$ cat config.mk
export PLATFORM = sky130hd
export DESIGN_NAME = srwp_protect
export DESIGN_NICKNAME = d
export VERILOG_FILES = /design/src/rtl/srwp_pkg.sv /design/src/rtl/srwp_protect.sv
export SDC_FILE = /design/constraint.sdc
export NUM_CORES = 1
export LEC_CHECK = 0
export ABC_AREA = 1
export ABC_CLOCK_PERIOD_IN_PS = 3000
export BUFFER_PORTS_ARGS = -buffer_cell sky130_fd_sc_hd__buf_2
export CORE_AREA = 5 5 113 115
export CTS_CLUSTER_SIZE = 30
export DETAILED_ROUTE_END_ITERATION = 10
export DIE_AREA = 0 0 118 120
export GPL_ROUTABILITY_DRIVEN = 0
export PLACE_DENSITY = 0.61
export SYNTH_ARGS = -nofsm -noshare
export SYNTH_HDL_FRONTEND = slang
export SYNTH_SLANG_ARGS = --single-unit
$ cat constraint.sdc
create_clock -name sys_clk_i -period 3 [get_ports sys_clk_i]
set_clock_uncertainty 0.1 [all_clocks]
set_input_delay 0.3 -clock sys_clk_i [delete_from_list [all_inputs] [get_ports sys_clk_i]]
set_output_delay 0.3 -clock sys_clk_i [all_outputs]
set_load 0.03 [all_outputs]
$ cat src/rtl/srwp_pkg.sv
// srwp_pkg: constants, types and carriers for the status-register write-protect block.
// assumes one 20 MHz clock domain and a command decoder on the same clock.
//
// Operation
// - protect bits 0,0: writes accepted with write-enable latch set; protect pin ignored.
// - protect bits 0,1 with protect pin low: every status write refused.
// - protect bits 0,1 with protect pin high: writes accepted with write-enable latch.
// - protect bits 1,0: all status writes refused until next reset of any kind.
// - protect bits 1,1, lock clear: writes refused until next reset.
// - protect bits 1,1, lock set: writes refused forever, no reset lifts it.
// - reset with stored protect bits 0,0 or 0,1 loads same values.
// - reset with stored protect bits 1,0 loads 0,0.
// - reset with stored bits 1,1 and lock clear loads 0,1.
// - reset with stored bits 1,1 and lock set keeps 1,1.
// - third register bit 7 picks shared pin role: 0 hold, 1 reset; reloads stored value on reset.
// - hold/reset role applies only while quad enable is clear.
// - quad enable set: protect and hold/reset pins become data lines, functions off.
// - high protect bit is bit 0 of second register, combined with low bit and pin.
package srwp_pkg;
   // register selectors of the write/read command port
   localparam logic [1:0] SRWP_SEL_ONE = 2'h0;
   localparam logic [1:0] SRWP_SEL_TWO = 2'h1;
   localparam logic [1:0] SRWP_SEL_THREE = 2'h2;
   localparam logic [1:0] SRWP_SEL_FOUR = 2'h3;
   // field positions
   localparam int SRWP_PROTECT_LOW_BIT = 7;      // register one
   localparam int SRWP_PROTECT_HIGH_BIT = 0;     // register two
   localparam int SRWP_QUAD_ENABLE_BIT = 1;      // register two
   localparam int SRWP_PIN_ROLE_BIT = 7;         // register three
   localparam int SRWP_PERMANENT_LOCK_BIT = 0;   // register four
   // reset values of the volatile images before the reload
   localparam logic [7:0] SRWP_RESET_BYTE = 8'h00;

   typedef enum logic [3:0] {
      SRWP_PROT_SOFTWARE = 4'h1,
      SRWP_PROT_HARDWARE = 4'h2,
      SRWP_PROT_LOCKDOWN = 4'h4,
      SRWP_PROT_PERMANENT = 4'h8
   } srwp_prot_type;

   typedef enum logic [1:0] {
      SRWP_ST_LOAD = 2'h1,
      SRWP_ST_RUN = 2'h2
   } srwp_state_type;

   typedef struct packed {
      logic [7:0] one;
      logic [7:0] two;
      logic [7:0] three;
      logic [7:0] four;
   } srwp_regs_type;

   typedef struct packed {
      logic valid;
      logic [1:0] sel;
      logic [7:0] data;
   } srwp_write_type;

   typedef struct packed {
      logic done;
      logic refused;
   } srwp_answer_type;

   typedef struct packed {
      logic quad_mode;
      logic hold_active;
      logic pin_reset;
   } srwp_pin_type;
endpackage : srwp_pkg

$ cat src/rtl/srwp_protect.sv
// srwp_protect: volatile status images, protection decision and reset reload.
// assumes the non-volatile image arrives stable on nv_regs_i and is persisted by the
// storage side on each nv_prog_o pulse; pins are asynchronous to sys_clk_i.
`timescale 1ns/10ps
module srwp_protect
   import srwp_pkg::*;
(
   input wire logic sys_clk_i,
   input wire logic resetn_i,
   input wire srwp_write_type wr_i,
   input wire logic write_enable_latch_i,
   input wire logic sw_reset_i,
   input wire logic [1:0] rd_sel_i,
   input wire srwp_regs_type nv_regs_i,
   input wire logic protect_pin_n_i,
   input wire logic hold_reset_pin_n_i,
   output srwp_answer_type answer_o,
   output logic [7:0] rd_data_o,
   output srwp_prot_type prot_o,
   output srwp_pin_type pin_o,
   output logic nv_prog_o,
   output srwp_regs_type nv_data_o
);
   // whole module state in one struct, registered as a unit
   typedef struct packed {
      srwp_state_type state;
      srwp_regs_type regs;
      logic [1:0] wp_sync;
      logic [1:0] hr_sync;
      srwp_answer_type answer;
      logic [7:0] rd_data;
      srwp_prot_type prot;
      srwp_pin_type pin;
      logic nv_prog;
      srwp_regs_type nv_data;
   } srwp_core_type;

   srwp_core_type r;
   srwp_core_type next_r;

   // decoded views of the current volatile image
   logic prot_high;
   logic prot_low;
   logic perm_lock;
   logic quad_on;
   logic wp_level;
   logic hr_level;
   logic pin_reset_now;
   logic write_ok;
   srwp_prot_type prot_now;

   // candidate images for a write and for a reload
   srwp_regs_type wr_image;
   srwp_regs_type load_image;

   always_comb begin
      prot_high = r.regs.two[SRWP_PROTECT_HIGH_BIT];
      prot_low = r.regs.one[SRWP_PROTECT_LOW_BIT];
      perm_lock = r.regs.four[SRWP_PERMANENT_LOCK_BIT];
      quad_on = r.regs.two[SRWP_QUAD_ENABLE_BIT];
      // only the second synchroniser stage is read here
      // with quad on both pins are data lines: protect reads high, hold/reset idle
      wp_level = quad_on | r.wp_sync[1];
      hr_level = quad_on | r.hr_sync[1];
      pin_reset_now = ~hr_level & r.regs.three[SRWP_PIN_ROLE_BIT];

      // protection type from the volatile bits
      case ({prot_high, prot_low})
         2'b00: begin
            prot_now = SRWP_PROT_SOFTWARE;
         end
         2'b01: begin
            prot_now = SRWP_PROT_HARDWARE;
         end
         2'b10: begin
            prot_now = SRWP_PROT_LOCKDOWN;
         end
         default: begin
            if (perm_lock) begin
               prot_now = SRWP_PROT_PERMANENT;
            end else begin
               prot_now = SRWP_PROT_LOCKDOWN;
            end
         end
      endcase

      // a write passes only with the latch set and an open protection state
      // latch is looked at in the request cycle only; the host holds it with valid
      write_ok = 1'b0;
      if (write_enable_latch_i) begin
         if (prot_now == SRWP_PROT_SOFTWARE) begin
            write_ok = 1'b1;
         end else if (prot_now == SRWP_PROT_HARDWARE) begin
            write_ok = wp_level;
         end
      end

      // whole byte replaced; reserved bits are the host's to keep
      wr_image = r.regs;
      case (wr_i.sel)
         SRWP_SEL_ONE: begin
            wr_image.one = wr_i.data;
         end
         SRWP_SEL_TWO: begin
            wr_image.two = wr_i.data;
         end
         SRWP_SEL_THREE: begin
            wr_image.three = wr_i.data;
         end
         default: begin
            wr_image.four = wr_i.data;
         end
      endcase

      // reload: stored bytes, with the protect pair remapped
      load_image = nv_regs_i;
      case ({nv_regs_i.two[SRWP_PROTECT_HIGH_BIT], nv_regs_i.one[SRWP_PROTECT_LOW_BIT]})
         2'b00, 2'b01: begin
            load_image = nv_regs_i;
         end
         2'b10: begin
            load_image.two[SRWP_PROTECT_HIGH_BIT] = 1'b0;
            load_image.one[SRWP_PROTECT_LOW_BIT] = 1'b0;
         end
         default: begin
            if (!nv_regs_i.four[SRWP_PERMANENT_LOCK_BIT]) begin
               load_image.two[SRWP_PROTECT_HIGH_BIT] = 1'b0;
               load_image.one[SRWP_PROTECT_LOW_BIT] = 1'b1;
            end else begin
               // lock set: pair stays 1,1, registers unwritable for good
               load_image = nv_regs_i;
            end
         end
      endcase
   end

   always_comb begin
      next_r = r;
      next_r.wp_sync = {r.wp_sync[0], protect_pin_n_i};
      next_r.hr_sync = {r.hr_sync[0], hold_reset_pin_n_i};
      next_r.answer = '0;
      next_r.nv_prog = 1'b0;
      case (r.state)
         SRWP_ST_LOAD: begin
            // requests arriving during reload are refused, nothing stored
            // held here while the pin keeps reset, so the reload repeats
            next_r.regs = load_image;
            next_r.answer.refused = wr_i.valid;
            if (!pin_reset_now) begin
               next_r.state = SRWP_ST_RUN;
            end
         end
         SRWP_ST_RUN: begin
            if (sw_reset_i || pin_reset_now) begin
               // any reset lifts lockdown but never the permanent lock
               next_r.state = SRWP_ST_LOAD;
               next_r.answer.refused = wr_i.valid;
            end else if (wr_i.valid) begin
               if (write_ok) begin
                  next_r.regs = wr_image;
                  next_r.nv_prog = 1'b1;
                  next_r.nv_data = wr_image;
                  next_r.answer.done = 1'b1;
               end else begin
                  // refused write leaves every bit, protect pair included
                  next_r.answer.refused = 1'b1;
               end
            end
         end
         default: begin
            next_r.state = SRWP_ST_LOAD;
         end
      endcase
      // read path shows the image after this cycle's update
      case (rd_sel_i)
         SRWP_SEL_ONE: begin
            next_r.rd_data = next_r.regs.one;
         end
         SRWP_SEL_TWO: begin
            next_r.rd_data = next_r.regs.two;
         end
         SRWP_SEL_THREE: begin
            next_r.rd_data = next_r.regs.three;
         end
         default: begin
            next_r.rd_data = next_r.regs.four;
         end
      endcase
      next_r.prot = prot_now;

      // pin roles: hold with role 0, reset with role 1, both off in quad mode
      next_r.pin.quad_mode = quad_on;
      next_r.pin.hold_active = ~hr_level & ~r.regs.three[SRWP_PIN_ROLE_BIT];
      next_r.pin.pin_reset = pin_reset_now;
   end

   // async clear stands for power-up; the reload follows on the first edge
   always_ff @(posedge sys_clk_i or negedge resetn_i) begin
      if (!resetn_i) begin
         // power-on: images cleared, then reloaded from storage after release
         r.state <= SRWP_ST_LOAD;
         r.regs <= {4{SRWP_RESET_BYTE}};
         r.wp_sync <= 2'h3;
         r.hr_sync <= 2'h3;
         r.answer <= '0;
         r.rd_data <= SRWP_RESET_BYTE;
         r.prot <= SRWP_PROT_SOFTWARE;
         r.pin <= '0;
         r.nv_prog <= 1'b0;
         r.nv_data <= {4{SRWP_RESET_BYTE}};
      end else begin
         r <= next_r;
      end
   end

   // every output is a register field
   assign answer_o = r.answer;
   assign rd_data_o = r.rd_data;
   assign prot_o = r.prot;
   assign pin_o = r.pin;
   assign nv_prog_o = r.nv_prog;
   assign nv_data_o = r.nv_data;
endmodule : srwp_protect

==> results.yml, run 1 <==
global_route:
  overflow: 0
  grtUsageMet3_pct: 4.19
  antenna_found_initial: 0
  grt.total_usage_pct: 18.9
  use_met1_pct: 25.2
  grt_max_degree: 88
  grt_pass1_vias: 3987
  busiest_layer: "met2"
  grt_first_pass_wirelength_um: 21000
  grt_use_met2_pct: 30.4
sta:
  setup_tns_ps: 0
  max_slew.worst_pin.slew_ps: 1140
  fin_hold_ws_ps: 78.4
  fmax_ghz: 0.478
  fin_crit_ps: 2090
  rsz0062_at_grt: "no"
  final-max-slew-violation-count: 0
  hold_viol_final: 0
  finalCritPeriodShare_pct: 69.8
  max_slew_margin_pct: 24.2
  setup_viol: 0
final_layout:
  final_nets: 697
  fill_cells: 1215
  area_growth_pct: 12.4
  layout_commonest_cell: "nand2_1"
  n_antenna_cell: 0
  final_cell_mix: "277 x nand2_1, 99 x buf_2, 81 x dfrtp_1"
  seqCellArea_um2: 2180
  multi_input_area_um2: 1680
  drive_above_1_share_pct: 22.3
synth:
  ys_seq_area_share_pct: 48.2
  synth.area.top_cells: "dfrtp_1 45%, nand2_1 23%, buf_4 8.3%"
  yosysTopAreaCell: "dfrtp_1"
  yosys.area.top_type_share_pct: 44.7
  ys_ff_latch: 87
  ys_types: 25
  netlist_area_um2: 4530
  ys.warnings.count: 0
  syn_avg_cell_area_um2: 7.61
  post_synth_inst_count: 596
  synth_nets: 649
critical_path:
  r2r_cells: 11
  r2r_slack_ps: 910
  critPathKind: "reg2reg"
  crit_chain: "inv_1 -> ha_1 -> nand3_2 -> nor2_4 -> buf_4 -> nand2_1 -> nand2_1 -> nand2_1 -> nand2_1 -> nand2_1 -> nand4_1"
  start_kind: "register"
  crit_path_top_delay_cell: "dfstp_2"
  reg2reg_from: "r[86]$_DFFE_PN1P_"
  worstReg2RegEnd: "rd_data_o[7]$_DFF_PN0_"
  crit_path_start: "r[86]$_DFFE_PN1P_"
  arrival_ps: 2270
  critPathRequiredTime_ps: 3180
  cp_slowest_stage_delay_ps: 370
  cp_max_fo: 13
  critPathCaptureType: "register"
  crit_path_end: "rd_data_o[7]$_DFF_PN0_"
  crit_top_cell: "nand2_1"
clock_tree:
  cts-htree-levels: 3
  cts.sinks: 87
  hold_buffers: 2
  cts_tree: "done"
  ctsRootBufferMaster: "clkbuf_16"
  cts_setup_buffers: 0
  clk_path_buf_depth: 2
  cts_resized: 0
  cts_made_buffers: 9
  clk_latency_ps: 340
  clkTransAtPathRegs_ps: 70
route:
  wl_per_cell_um: 16.5
  final_antenna_net_count: 0
  firstDrtPassIters: 5
  remaining_drc_errors: 0
  drt-total-wl_um: 13200
  viasPerCell: 4.93
  dr.first_iter.drc_count: 261
  vias: 3926
placed_design:
  io_buffers: 100
  dp_hpwl_um: 9520
floorplan:
  start_util_pct: 38.7
  fp.coreArea_um2: 11700
  die_h_um: 120
  die_w_um: 118
  ios: 101
  row_count: 40
  die_area_um2: 14200
min_path:
  min_path_type: "in2async"
power_and_ir_drop:
  p_leak_nw: 3.01
  irDropWorstVdd_mv: 0.411
  power_density_nw_per_um2: 1060
outcome:
  status: "completed"
flow_run:
  maxCapViolations: 0
[synthesized netlist by cell type, drive strengths merged]
cell type / number
a21oi: 9
buf: 61
clkbuf: 12
clkinv: 1
dfrtp: 81
dfstp: 6
ha: 2
inv: 41
nand2: 289
nand3: 4
nand4: 9
nor2: 16
nor3: 2
o21ai: 60
o21bai: 1
o22ai: 1
or2: 1
[final cells by class]
cell class / count / share of cell area, %
sequential: 87 / 42.9
multi-input combinational: 394 / 33.0
timing repair buffer: 110 / 11.7
clock buffer: 12 / 4.84
tap: 147 / 3.61
inverter: 42 / 3.09
clock inverter: 4 / 0.884
[stage by stage]
stage	worst slack, ps	std cells	total power, mW	util (%)	cell area [um^2]
after floorplan	1300	596	3.85	-	4530
after global placement	953	778	4.28	40.9	4790
after detailed placement	922	778	4.31	40.9	4790
after CTS	910	796	5.44	43.5	5100
after global routing	726	796	5.77	43.5	5100
final	907	796	5.39	43.5	5100
[sequential cells by signal, summed over array words and instances, names as in the netlist]
signal	count
next_r	3
answer_o	2
rd_data_o	8
prot_high	1
nv_data_o	32
perm_lock	1
r	32
prot_o	4
prot_low	1
pin_o	3
[logic make-up (layout without fill, tap and decap cells)]
group                    after synthesis  count (layout)  synth area share [%]
flip-flops                            87              87                  48.2
buffers and inverters                115             168                  14.7
AND/OR/NAND/NOR                      321             321                  28.7
AO/OA/AOI/OAI                         71              71                  7.92
adder cells (fa/ha/maj)                2               2                 0.552
[worst max-delay path, delay by kind of cell, from the launching register on]
kind	cells	cell delay, ps
adder cells (fa/ha/maj)	1	220
buffers and inverters	2	320
flip-flops	1	370
AND/OR/NAND/NOR	8	1010
[metal layers]
| layer | vias to the layer above | part of all wire [%] |
|---|---|---|
| met2 | 169 | 47 |
| li1 | 1892 | - |
| met1 | 1847 | 44 |
| met3 | 18 | 7.2 |
| met5 | - | 0 |
| met4 | 0 | 1.8 |
[where the power goes]
group	total [mW]	internal, mW	switching (mW)
Clock	1.11	0.664	0.445
Combinational	2.45	0.664	1.78
Sequential	1.84	1.61	0.227
[how the worst min path moves through the flow]
stage / slack [ps] / cells past startpoint / to / from
2_1_floorplan: -100 / 0 / answer_o[0]$_DFF_PN0_ / resetn_i
3_3_place_gp: 250 / 0 / r[53]$_DFF_PN1_ / next_r[53]$_DFF_PN1_
3_5_place_dp: 250 / 0 / r[53]$_DFF_PN1_ / next_r[53]$_DFF_PN1_
4_1_cts: 120 / 1 / pin_o[1]$_DFF_PN0_ / resetn_i
5_1_grt: 160 / 3 / answer_o[0]$_DFF_PN0_ / wr_i[10]
6_report: 80 / 1 / r[87]$_DFFE_PN0P_ / resetn_i
No activity file was read; power rests on OpenSTA's default activity.
==> inputs of run 2 (changes only) <==
Settings changed: ABC_CLOCK_PERIOD_IN_PS 3000 to 1950.
Clock period 3 ns to 1.95 ns, I/O delays scaled along.
==> run 2 against run 1 <==
  * The flow now finishes with violations (setup timing)
  * Core utilization up 4.6 points
  * Non-clock buffer count up 27
  * Power up 81%
  * Final cell count up 3.3%
  * Via count up 6.5%
  * Global-route usage up 0.81 points
  * Final area up 11%
  * Sequential cell count unchanged
  * Critical path type unchanged
  * Critical endpoint is now rd_data_o[1]$_DFF_PN0_
  * Highest routed layer unchanged
==> results.yml, run 2 (synthesis results as in run 1) <==
clock_tree:
  cts.sinks: 87
  cts_made_buffers: 9
  clkTransAtPathRegs_ps: 60
  clk_latency_ps: 340
  cts-htree-levels: 3
  ctsRootBufferMaster: "clkbuf_16"
  clk_path_buf_depth: 2
  cts_tree: "done"
route:
  dr.first_iter.drc_count: 410
  drt-total-wl_um: 14300
  viasPerCell: 5.09
  firstDrtPassIters: 5
  remaining_drc_errors: 0
  vias: 4182
  final_antenna_net_count: 0
  wl_per_cell_um: 17.4
critical_path:
  critPathCaptureType: "register"
  cp_slowest_stage_delay_ps: 540
  timing.critical_path.buf_inv: 3
  critPathRequiredTime_ps: 2070
  cp_max_fo: 8
  critPathKind: "reg2reg"
  arrival_ps: 2090
  start_kind: "register"
  critPathTopFamily: "simple AND/OR/NAND/NOR gates"
  crit_chain: "nor2_2 -> nand2_2 -> buf_6 -> nand2_4 -> o21bai_1 -> nand2_2 -> buf_12 -> clkbuf_16 -> nand2_4 -> nand2_2 -> nand2_1 -> nand4_1"
  crit_path_top_delay_cell: "dfstp_2"
  crit_top_cell: "nand2_2"
global_route:
  grt_first_pass_wirelength_um: 22100
  antenna_found_initial: 0
  overflow: 0
  grt.total_usage_pct: 19.7
  grt_max_degree: 50
  grt_pass1_vias: 4186
flow_run:
  maxCapViolations: 0
placed_design:
  io_buffers: 100
  dp_hpwl_um: 9910
  dpl.cell_count: 791
floorplan:
  die_h_um: 120
  die_w_um: 118
  die_area_um2: 14200
  row_count: 40
  start_util_pct: 38.7
  ios: 101
  fp.coreArea_um2: 11700
final_layout:
  final_nets: 724
  layout_commonest_cell: "nand2_1"
  seqCellArea_um2: 2180
  fill_cells: 1178
  n_antenna_cell: 0
  area_growth_pct: 24.3
  fin_cells: 822
  drive_above_1_share_pct: 31.1
  multi_input_area_um2: 1840
  final_cell_mix: "243 x nand2_1, 99 x buf_2, 81 x dfrtp_1"
  fin_util_pct: 48.1
sta:
  fin_crit_ps: 1970
  rsz0062_at_grt: "yes"
  fin_hold_ws_ps: 23.7
  max_slew_margin_pct: 59.2
  setup_viol: 5
  max_slew.worst_pin.slew_ps: 612
  final-max-slew-violation-count: 0
  fmax_ghz: 0.507
  fin_ws_ps: -22.7
  hold_viol_final: 0
  setup_tns_ps: -76.3
  finalCritPeriodShare_pct: 101
outcome:
  status: "complete, but fails checks"
  failed_checks: "setup timing"
power_and_ir_drop:
  power.total_mw: 9.75
  p_leak_nw: 3.26
  irDropWorstVdd_mv: 0.882
  power_density_nw_per_um2: 1730
min_path:
  min_path_type: "in2reg"
run 2: changes by cell type in the layout (fill, tap and decap cells not counted), sizes merged:
cell,delta
buf,+23
clkbuf,+3
clkinv,-2
clkinvlp,+1
dlygate4sd3,+1
run 2: through the flow:
step	instance area, um^2	setup slack [ps]
final	5630	-22.7
after global routing	5630	-95.2
after CTS	5340	1.84
after detailed placement	4950	-61.9
after global placement	4950	-29.9
after floorplan	4530	250
run 2: power breakdown:
group          internal, mW  total, mW  switching [mW]
logic                  1.86       5.11            3.25
clock network          1.05       1.74           0.686
registers              2.49       2.90           0.409
run 2: worst reg2reg max path, cell delays in order, from the launching register on:
cell and delay [ps]:
dfstp_2 540, nor2_2 40, nand2_2 90, buf_6 120, nand2_4 40, o21bai_1 160
nand2_2 150, buf_12 170, clkbuf_16 180, nand2_4 80, nand2_2 50, nand2_1 50
nand4_1 80
run 2: final cells by class:
cell class | instances | area share [%]
clock inverter | 3 | 0.755
clock buffer | 12 | 4.55
sequential | 87 | 38.8
inverter | 42 | 2.82
timing repair buffer | 137 | 17.1
multi-input combinational | 394 | 32.7
tap | 147 | 3.27
run 2: worst paths after layout:
path	depth (start not counted)	end	startpoint	slack [ps]
max in group asynchronous	3	prot_o[0]$_DFF_PN1_	resetn_i	950
max reg2reg	12	rd_data_o[1]$_DFF_PN0_	r[51]$_DFF_PN1_	-20
min in group asynchronous	2	pin_o[1]$_DFF_PN0_	resetn_i	150
max	12	rd_data_o[1]$_DFF_PN0_	r[51]$_DFF_PN1_	-20
min	3	answer_o[0]$_DFF_PN0_	wr_i[10]	20
min reg2reg	0	r[53]$_DFF_PN1_	next_r[53]$_DFF_PN1_	260
run 2: layer usage:
metal / track usage [%] / part of all wire [%]
met3: 2.92 / 6.1
met2: 32.2 / 48
met5: 0 / 0
met4: 8.89 / 2.4
met1: 25.8 / 44
run 2: what timing repair did:
| item | CTS | global route |
|---|---|---|
| endpoints found under the setup margin | 3 | 9 |
| pin swaps | 3 | 23 |
| resized for setup | 3 | 50 |
| buffers inserted | 2 | 7 |
| endpoints found under the hold margin | 87 | 0 |
| hold buffers | 3 | 0 |
| cloned | 1 | 3 |
==> inputs of run 3 (changes only) <==
Settings changed: CORE_AREA 5 5 113 115 to 5 5 98 100, DIE_AREA 0 0 118 120 to 0 0 103 105, PLACE_DENSITY 0.61 to 0.76.
==> run 3 against run 2 <==
  * The run now ends clean
  * Via count rose by 2.8%
  * First-iteration DRC count rose by 17%
  * Critical path depth fell by 2
  * Combinational power rose by 1%
  * Hold slack improved by 33 ps
  * Clock power fell by 19%
  * Register-to-register slack improved by 40 ps
  * Critical path type unchanged
  * Highest routed layer unchanged
==> results.yml, run 3 (synthesis results as in run 1) <==
critical_path:
  crit_top_cell: "nand2_1"
  crit_chain: "nor2_4 -> buf_4 -> nand3_1 -> o21bai_4 -> nand2_4 -> clkbuf_16 -> nand2_1 -> nand2_1 -> nand2_1 -> nand4_1"
  timing.critical_path.buf_inv: 2
  critPathKind: "reg2reg"
  cp_max_fo: 8
  crit_path_top_delay_cell: "dfrtp_1"
  critPathCaptureType: "register"
  path_depth: 10
  reg2reg_from: "prot_high$_DFF_PN0_"
  start_kind: "register"
  crit_path_end: "rd_data_o[2]$_DFF_PN0_"
  critPathTopFamily: "simple AND/OR/NAND/NOR gates"
  arrival_ps: 2050
  critPathRequiredTime_ps: 2060
  r2r_slack_ps: 10
  crit_path_start: "prot_high$_DFF_PN0_"
  cp_slowest_stage_delay_ps: 430
  r2r_cells: 10
  worstReg2RegEnd: "rd_data_o[2]$_DFF_PN0_"
global_route:
  overflow: 0
  grt_pass1_vias: 3952
  grt_first_pass_wirelength_um: 20500
  grt.total_usage_pct: 24.5
  grt_max_degree: 50
  antenna_found_initial: 0
clock_tree:
  clk_latency_ps: 370
  clk_path_buf_depth: 2
  clkTransAtPathRegs_ps: 90
  cts-htree-levels: 3
  cts.sinks: 87
  ctsRootBufferMaster: "clkbuf_8"
  cts_made_buffers: 9
  cts_tree: "done"
floorplan:
  die_area_um2: 10800
  fp.coreArea_um2: 8590
  row_count: 34
  die_w_um: 103
  start_util_pct: 52.8
  ios: 101
  die_h_um: 105
route:
  firstDrtPassIters: 5
  vias: 4301
  final_antenna_net_count: 0
  remaining_drc_errors: 0
  wl_per_cell_um: 17.7
  dr.first_iter.drc_count: 480
  drt-total-wl_um: 14000
  viasPerCell: 5.45
sta:
  fmax_ghz: 0.516
  hold_viol_final: 0
  setup_tns_ps: 0
  rsz0062_at_grt: "yes"
  finalCritPeriodShare_pct: 99.3
  fin_crit_ps: 1940
  setup_viol: 0
  fin_ws_ps: 13.6
  max_slew_margin_pct: 49.4
  final-max-slew-violation-count: 0
  max_slew.worst_pin.slew_ps: 756
  fin_hold_ws_ps: 56.9
power_and_ir_drop:
  p_leak_nw: 3.20
  power_density_nw_per_um2: 1720
  irDropWorstVdd_mv: 1.04
  power.total_mw: 9.42
final_layout:
  n_antenna_cell: 0
  fin_cells: 789
  final_cell_mix: "259 x nand2_1, 99 x buf_2, 81 x dfrtp_1"
  final_nets: 729
  drive_above_1_share_pct: 29.1
  layout_commonest_cell: "nand2_1"
  area_growth_pct: 20.5
min_path:
  hold_start: "nv_regs_i[11]"
  min_path_type: "in2reg"
placed_design:
  place_ws_ps: -288
  dpl.cell_count: 751
  dp_hpwl_um: 8920
  io_buffers: 100
outcome:
  status: "completed"
flow_run:
  maxCapViolations: 0
-- run 3: cell count changes in the layout (fill, tap and decap cells not counted), moves of 2 or more --
cell / previous run / this run
buf_6: 1 / 4
clkbuf_8: 2 / 9
buf_4: 22 / 26
buf_12: 8 / 3
nor2_4: 1 / 3
nor2_2: 2 / 0
nand2_2: 35 / 24
nand2_1: 243 / 259
clkbuf_16: 12 / 5
nand2_4: 11 / 6
-- run 3: power by group --
part	leakage (nW)	total (mW)	internal [mW]	switching, mW
registers	1.14	2.84	2.47	0.369
clock network	0.106	1.41	0.721	0.685
logic	1.96	5.17	1.90	3.27
-- run 3: area by class of cell --
type	count	area [um^2]
fill	744	3130
sequential	87	2180
multi-input combinational	395	1810
timing repair buffer	141	961
inverter	42	161
tap	108	135
clock buffer	10	128
clock inverter	6	86.3
-- run 3: routing by layer --
metal,track usage (%),vias to the layer above,routed length (um)
li1,-,1958,-
met1,34.8,2029,5630
met2,37.4,259,6470
met3,4.66,55,1460
met4,8.33,0,437
met5,0,-,0
-- run 3: how the worst min path moves through the flow --
stage,endpoint,slack [ps],cells after the start
2_1_floorplan,answer_o[0]$_DFF_PN0_,-200,0
4_1_cts,r[84]$_DFF_PN0_,50,5
6_report,r[65]$_DFF_PN0_,60,5
5_1_grt,r[64]$_DFF_PN0_,80,5
3_5_place_dp,pin_o[2]$_DFF_PN0_,-20,1
3_3_place_gp,pin_o[2]$_DFF_PN0_,-30,1
-- run 3: per-stage QoR --
step	utilization, %	area (um^2)
after floorplan	-	4530
after global placement	56.5	4850
after detailed placement	56.5	4850
after CTS	60.1	5160
after global routing	63.6	5460
final	63.6	5460
-- run 3: worst register-to-register path: cells and delay by family, from the launching register on --
kind	cells	cell delay (ps)
AND/OR/NAND/NOR	7	750
flip-flops	1	430
buffers and inverters	2	310
AO/OA/AOI/OAI	1	190
-- run 3: repair_timing --
| action | CTS | global route |
|---|---|---|
| setup buffers | 5 | 6 |
| setup endpoints to repair | 35 | 8 |
| hold buffers | 4 | 0 |
| gates cloned | 1 | 6 |
| gates resized for setup | 2 | 34 |
| pin swaps | 4 | 12 |
| endpoints found under the hold margin | 89 | 0 |
